===== src/sarc_pkg.sv =====
// Package and successive-approximation step logic for the converter control
`timescale 1ns/100ps

package sarc_pkg;

    localparam int CLK_MHZ = 40;
    localparam int RES_BITS = 10;

    // Register offsets
    localparam logic [7:0] A_MODE = 8'h00;
    localparam logic [7:0] A_CHSEL = 8'h01;
    localparam logic [7:0] A_PINCFG = 8'h02;
    localparam logic [7:0] A_WORD = 8'h03;
    localparam logic [7:0] A_HIGH = 8'h04;
    localparam logic [7:0] A_STATUS = 8'h05;
    localparam logic [7:0] A_CLEAR = 8'h06;
    localparam logic [7:0] A_ENABLE = 8'h07;

    // Field positions
    localparam int RUN_BIT = 7;
    localparam int PWR_BIT = 0;
    localparam int FSEL_LSB = 1;
    localparam int DONE_BIT = 0;

    // Reset values
    localparam logic [9:0] RES_RESET = 10'h000;
    localparam logic [4:0] FSEL_RESET = 5'h00;
    localparam logic [1:0] CH_RESET = 2'h0;
    localparam logic [3:0] PCFG_RESET = 4'h0;

    // Successive-approximation start values and last step index
    localparam logic [9:0] SAR_TRIAL_MSB = 10'h200;
    localparam logic [3:0] IDX_MSB = 4'h9;
    localparam logic [3:0] IDX_LSB = 4'h0;

    // Timing
    localparam int SAMPLE_TIME_NS = 500;
    localparam int STEP_TIME_NS = 100;
    localparam int SAMPLE_CYC_INT = (SAMPLE_TIME_NS * CLK_MHZ + 999) / 1000;
    localparam int STEP_CYC_INT = (STEP_TIME_NS * CLK_MHZ + 999) / 1000;
    localparam logic [4:0] SAMPLE_LAST = 5'(SAMPLE_CYC_INT - 1);
    localparam logic [4:0] STEP_LAST = 5'(STEP_CYC_INT - 1);

    typedef enum logic [1:0] {
        S_IDLE,
        S_SAMPLE,
        S_CONV
    } sarc_state_type;

    typedef struct packed {
        logic wr;
        logic rd;
        logic [7:0] addr;
        logic [15:0] wdata;
    } sarc_bus_req_type;

    typedef struct packed {
        logic [9:0] code;
        logic [1:0] ch;
        logic sample;
        logic pwr;
        logic [3:0] pin_analog;
    } sarc_ana_out_type;

endpackage

// Next successive-approximation value for one comparison step
module sarc_sar_step
    import sarc_pkg::*;
(
    input wire logic [9:0] cur_i,
    input wire logic [3:0] idx_i,
    input wire logic cmp_i,
    output logic [9:0] nxt_o
);

    for (genvar b = 0; b < RES_BITS; b++) begin : g_bit
        assign nxt_o[b] = (4'(b) > idx_i) ? cur_i[b] :
                          (4'(b) == idx_i) ? cmp_i :
                          (4'(b + 1) == idx_i) ? 1'b1 : 1'b0;
    end

endmodule


===== src/sarc_top.sv =====
// Control logic of the 10-bit successive-approximation converter
//
// Behaviour
// - Converter stops all conversion while the standby input is high.
// - Result read colliding with a result store returns the old value.
// - Mode, channel or pin write at completion discards result and interrupt.
// - Writing channel select leaves the done flag untouched.
// - Completion just before a channel write still stores and flags.
// - Configuration writes may spoil results; read results before writing.
// - Results are ten bits from one of four channels.
// - Run bit starts continuous conversions, each storing and raising interrupt.
// - Channel write aborts conversion and restarts it while running.
// - Clearing run bit stops at once and keeps the last result.
// - Word result is left-justified times 64; byte holds upper eight bits.
//
// Design decisions made here: strobed register access and the register addresses.
`timescale 1ns/100ps

module sarc_top
    import sarc_pkg::*;
(
    input wire logic ref_clk_i,
    input wire logic nrst_i,
    input wire sarc_bus_req_type bus_i,
    output logic [15:0] rdata_o,
    output logic irq_o,
    input wire logic stop_i,
    input wire logic comp_i,
    output sarc_ana_out_type ana_o
);

    typedef struct packed {
        sarc_state_type state;
        logic [4:0] cnt;
        logic [3:0] idx;
        logic [9:0] sar;
        logic [9:0] result;
        logic run;
        logic pwr;
        logic [4:0] fsel;
        logic [1:0] ch;
        logic [3:0] pcfg;
        logic flag;
        logic ien;
        logic [15:0] rdata;
        logic irq;
        logic [1:0] csync;
        logic done;
        logic smp;
    } sarc_regs_type;

    sarc_regs_type st_q;
    sarc_regs_type st_d;
    logic [9:0] sar_nxt;
    logic wr_mode;
    logic wr_ch;
    logic wr_cfg;
    logic conv_end;
    logic store_now;
    logic clr_flag;

    sarc_sar_step u_step (
        .cur_i(st_q.sar),
        .idx_i(st_q.idx),
        .cmp_i(st_q.csync[1]),
        .nxt_o(sar_nxt)
    );

    assign wr_mode = bus_i.wr && (bus_i.addr == A_MODE);
    assign wr_ch = bus_i.wr && (bus_i.addr == A_CHSEL);
    assign wr_cfg = wr_mode || wr_ch || (bus_i.wr && (bus_i.addr == A_PINCFG));
    assign clr_flag = bus_i.wr && (bus_i.addr == A_CLEAR) && bus_i.wdata[DONE_BIT];
    assign conv_end = (st_q.state == S_CONV) && (st_q.cnt == STEP_LAST) && (st_q.idx == IDX_LSB);
    assign store_now = conv_end && !wr_cfg && !stop_i;

    always_comb begin
        st_d = st_q;
        st_d.done = 1'b0;
        st_d.rdata = 16'h0000;
        st_d.csync = {st_q.csync[0], comp_i};

        // Register writes
        if (wr_mode) begin
            st_d.run = bus_i.wdata[RUN_BIT];
            st_d.pwr = bus_i.wdata[PWR_BIT];
            st_d.fsel = bus_i.wdata[FSEL_LSB +: 5];
        end
        if (wr_ch) begin
            st_d.ch = bus_i.wdata[1:0];
        end
        if (bus_i.wr && (bus_i.addr == A_PINCFG)) begin
            st_d.pcfg = bus_i.wdata[3:0];
        end
        if (bus_i.wr && (bus_i.addr == A_ENABLE)) begin
            st_d.ien = bus_i.wdata[DONE_BIT];
        end

        // Sequencer
        case (st_q.state)
            S_IDLE: begin
                st_d.cnt = 5'h00;
            end
            S_SAMPLE: begin
                st_d.cnt = st_q.cnt + 5'h01;
                if (st_q.cnt == SAMPLE_LAST) begin
                    st_d.state = S_CONV;
                    st_d.cnt = 5'h00;
                    st_d.idx = IDX_MSB;
                    st_d.sar = SAR_TRIAL_MSB;
                end
            end
            S_CONV: begin
                st_d.cnt = st_q.cnt + 5'h01;
                if (st_q.cnt == STEP_LAST) begin
                    st_d.sar = sar_nxt;
                    st_d.cnt = 5'h00;
                    st_d.idx = st_q.idx - 4'h1;
                    if (st_q.idx == IDX_LSB) begin
                        st_d.state = S_SAMPLE;
                        st_d.idx = IDX_MSB;
                        if (store_now) begin
                            st_d.result = sar_nxt;
                            st_d.done = 1'b1;
                        end
                    end
                end
            end
            default: begin
                st_d.state = S_IDLE;
                st_d.cnt = 5'h00;
            end
        endcase

        // run bit set from idle starts sampling
        if (st_d.run && (st_q.state == S_IDLE)) begin
            st_d.state = S_SAMPLE;
            st_d.cnt = 5'h00;
        end
        if (wr_ch && st_d.run) begin
            st_d.state = S_SAMPLE;
            st_d.cnt = 5'h00;
            st_d.idx = IDX_MSB;
        end
        // run bit cleared stops at once
        if (!st_d.run) begin
            st_d.state = S_IDLE;
            st_d.cnt = 5'h00;
        end
        if (stop_i) begin
            st_d.state = S_IDLE;
            st_d.cnt = 5'h00;
        end
        // results kept as they are on configuration writes

        // set wins over clear; channel writes leave flag
        st_d.flag = (st_q.flag && !clr_flag) || st_d.done;
        st_d.irq = st_d.flag && st_d.ien;
        st_d.smp = (st_d.state == S_SAMPLE);

        // read served from the value held before the store
        if (bus_i.rd) begin
            case (bus_i.addr)
                A_MODE: st_d.rdata = {8'h00, st_q.run, 1'b0, st_q.fsel, st_q.pwr};
                A_CHSEL: st_d.rdata = {14'h0000, st_q.ch};
                A_PINCFG: st_d.rdata = {12'h000, st_q.pcfg};
                A_WORD: st_d.rdata = {st_q.result, 6'h00};
                A_HIGH: st_d.rdata = {8'h00, st_q.result[9:2]};
                A_STATUS: st_d.rdata = {15'h0000, st_q.flag};
                A_ENABLE: st_d.rdata = {15'h0000, st_q.ien};
                default: st_d.rdata = 16'h0000;
            endcase
        end
    end

    always_ff @(posedge ref_clk_i or negedge nrst_i) begin
        if (!nrst_i) begin
            st_q <= '{state: S_IDLE, cnt: 5'h00, idx: IDX_MSB, sar: RES_RESET, result: RES_RESET,
                      run: 1'b0, pwr: 1'b0, fsel: FSEL_RESET, ch: CH_RESET, pcfg: PCFG_RESET,
                      flag: 1'b0, ien: 1'b0, rdata: 16'h0000, irq: 1'b0, csync: 2'h0,
                      done: 1'b0, smp: 1'b0};
        end else begin
            st_q <= st_d;
        end
    end

    assign rdata_o = st_q.rdata;
    assign irq_o = st_q.irq;
    assign ana_o = '{code: st_q.sar, ch: st_q.ch, sample: st_q.smp, pwr: st_q.pwr, pin_analog: st_q.pcfg};
endmodule


===== config.mk =====
export PLATFORM = sky130hd
export DESIGN_NAME = sarc_top
export DESIGN_NICKNAME = d
export VERILOG_FILES = /design/src/sarc_pkg.sv /design/src/sarc_top.sv
export SDC_FILE = /design/constraint.sdc
export NUM_CORES = 1
export LEC_CHECK = 0
export ABC_AREA = 1
export BUFFER_PORTS_ARGS = -buffer_cell sky130_fd_sc_hd__buf_2
export CAP_MARGIN = 20
export CORE_ASPECT_RATIO = 0.6
export CORE_UTILIZATION = 25
export CTS_BUF_LIST = sky130_fd_sc_hd__clkbuf_4
export DETAILED_ROUTE_END_ITERATION = 12
export PLACE_DENSITY_LB_ADDON = 0.15
export SLEW_MARGIN = 20
export SYNTH_ARGS = -nofsm -noshare
export SYNTH_HDL_FRONTEND = slang
export SYNTH_HIERARCHICAL = 1
export SYNTH_SLANG_ARGS = --single-unit

===== constraint.sdc =====
create_clock -name ref_clk_i -period 1.9 [get_ports ref_clk_i]
set_input_delay 0.19 -clock ref_clk_i [delete_from_list [all_inputs] [get_ports ref_clk_i]]
set_output_delay 0.19 -clock ref_clk_i [all_outputs]
set_load 0.01 [all_outputs]

==> metrics.txt <==
fin nets 519; CP Max Fanout 19; Place WS 68.73 ps; Via density 4.240; Total Wirelength 8988 um; top-count cell post-synth nand2_1; first-pass GRT wire length 14550 um; Mean Syn Cell Area 8.275 um2; die height 95.80 um; share of flip-flops with an asynchronous set or reset 100.0%; Worst-Skew Late Latency 420 ps; post-synthesis cell type count 37; WP data required 2240 ps; DP Wirelength 6948 um; Post-synth EDFFs 0; top_reg_cell synth dfrtp_1; RePlAce Congestion 0.8321; critical path endpoint category flop; Reg clk slew, reported paths 120 ps; Port Buffers 55; final setup violation count 0; fmax 573.7 MHz; maxcap violations 0; row count 33; Synth Warn # 6; critical path class reg -> reg; Final min period 1743 ps; post-synthesis sequential area ratio 45.12%; biggest area consumer among synthesized cells dfrtp_1; Mapped Cells 443; #FFs+latches synth 66; synth cell count leaders 96 x nand2_1, 64 x dfrtp_1, 46 x inv_1, 46 x nand3_1, 35 x buf_4; core area 14000 um2; H-tree Lvls 3; Ports 65; Lkg Pwr 2.167 nW; worst min path class in -> reg; most area-consuming cells after synthesis dfrtp_1 44%, nand2_1 9.8%, buf_4 7.2%; Sum Neg Setup Slack 0 ps; Iter 0 DRT Violations 158; die area 15170 um2; layout cells sized above 1 27.93%; clk sinks 66; Setup Skew 13.18 ps; hold_sp bus_i[2]; total grt overflow 0; total number of vias 2879; CTS tree yes; CP Launch Point st_q[56]; hold_ws 37.52 ps; DRC viols 0; largest net degree at the start of global routing 67; WL per Instance 13.24 um; Initial Utilization 26.19%; Post-Syn Nets 480; Final Hold Vio Count 0; top cell type's share of synthesized area 43.69%; maximum VDD drop 0.2274 mV; vias in the first global route 2737; status completed; Synth Cell Area 3666 um2; clk root buf clkbuf_4; initial antenna violation count 0; actual slew at the worst max-slew pin 494.4 ps; area grow syn2layout 13.69%; Die Wd 158.3 um; slew margin rel. 66.92%; Final Cycle Share 91.73%; Final Power 2.663 mW; RSZ-0062 raised after global routing false; P per Cell Area 639.0 nW/um2; crit path DAT 2090 ps; # diodes 0; Detail Route Antenna Nets 0; final worst-path setup slack 157.1 ps; FF-to-FF Start st_q[56]; DR pass1 iterations 5; Slew Limit Fails 0; Num CTS Buffers 9; CTS max path bufs 2; all-layer global routing usage 12.89%; critical path startpoint category flop
routing by layer:
layer  track usage, %  wire (um)
met2            16.30       3253
met4            2.644         37
met3            4.593        555
met5                0          0
met1            20.05       5142
layout make-up:
class                           count  area (um2)
Sequential cell                    66        1654
Tap cell                          192       240.2
Clock buffer                       11       82.58
Fill cell                        1532        9829
Clock inverter                      5       55.05
Multi-Input combinational cell    281        1505
Inverter                           54       202.7
Timing Repair Buffer               70       427.9
state kept, by name, summed over array words and instances, names as in the netlist:
| name | cells |
|---|---|
| irq_o | 1 |
| ana_o | 18 |
| st_d | 1 |
| rdata_o | 16 |
| st_q | 30 |
timing repair:
item,CTS,global route
buffers inserted,0,0
endpoints found under the setup margin,0,12
endpoints found under the hold margin,69,1
resized for setup,0,2
hold buffers,5,1
report_power, final:
part / total [mW] / internal, mW / switching [mW]
clock network: 0.961 / 0.426 / 0.535
logic: 0.250 / 0.0859 / 0.164
registers: 1.45 / 1.43 / 0.0198
total: 2.66 / 1.94 / 0.718
kinds of logic after synthesis:
| kind of cell | count (synthesis) | synth area share, % |
|---|---|---|
| compound gates | 58 | 10.03 |
| fa+ha+maj | 7 | 2.389 |
| simple gates | 214 | 27.54 |
| buf+inv | 96 | 14.10 |
| flops | 66 | 45.12 |
| mux | 2 | 0.8191 |
final timing paths:
kind                        endpoint  slack (ps)  depth (start not counted)
setup reg to reg            st_q[39]         160                          9
max in group asynchronous   st_q[56]        1270                          3
setup / recovery            st_q[39]         160                          9
hold reg to reg              st_q[3]         360                          0
hold / removal              ana_o[2]          40                          3
min in group asynchronous  ana_o[13]         300                          3
metrics by stage:
stage | utilization, % | instance area, um2 | instances
6_report | 29.78 | 4168 | 679
2_1_floorplan | - | 3666 | 443
3_5_place_dp | 28.29 | 3960 | 657
3_3_place_gp | 28.29 | 3960 | 657
5_1_grt | 29.78 | 4168 | 679
4_1_cts | 29.63 | 4148 | 678
critical path, cell delays in order (launching register included):
cell	delay [ps]
dfstp_2	420
inv_1	160
ha_1	190
nand3_2	150
nor2_1	170
nand2_2	90
nor2_4	160
buf_12	170
nand2_1	70
o21ai_2	60
layout by cell type (no fill, tap or decap), types with 8 or more instances in the layout:
master,n
o21ai_0,28
nand3_1,45
o21ai_2,10
nor2_2,10
dfrtp_1,64
inv_2,8
buf_2,55
clkbuf_4,11
nor2_1,32
nand2_1,96
inv_1,46
Power figures use the tool's default switching activity.
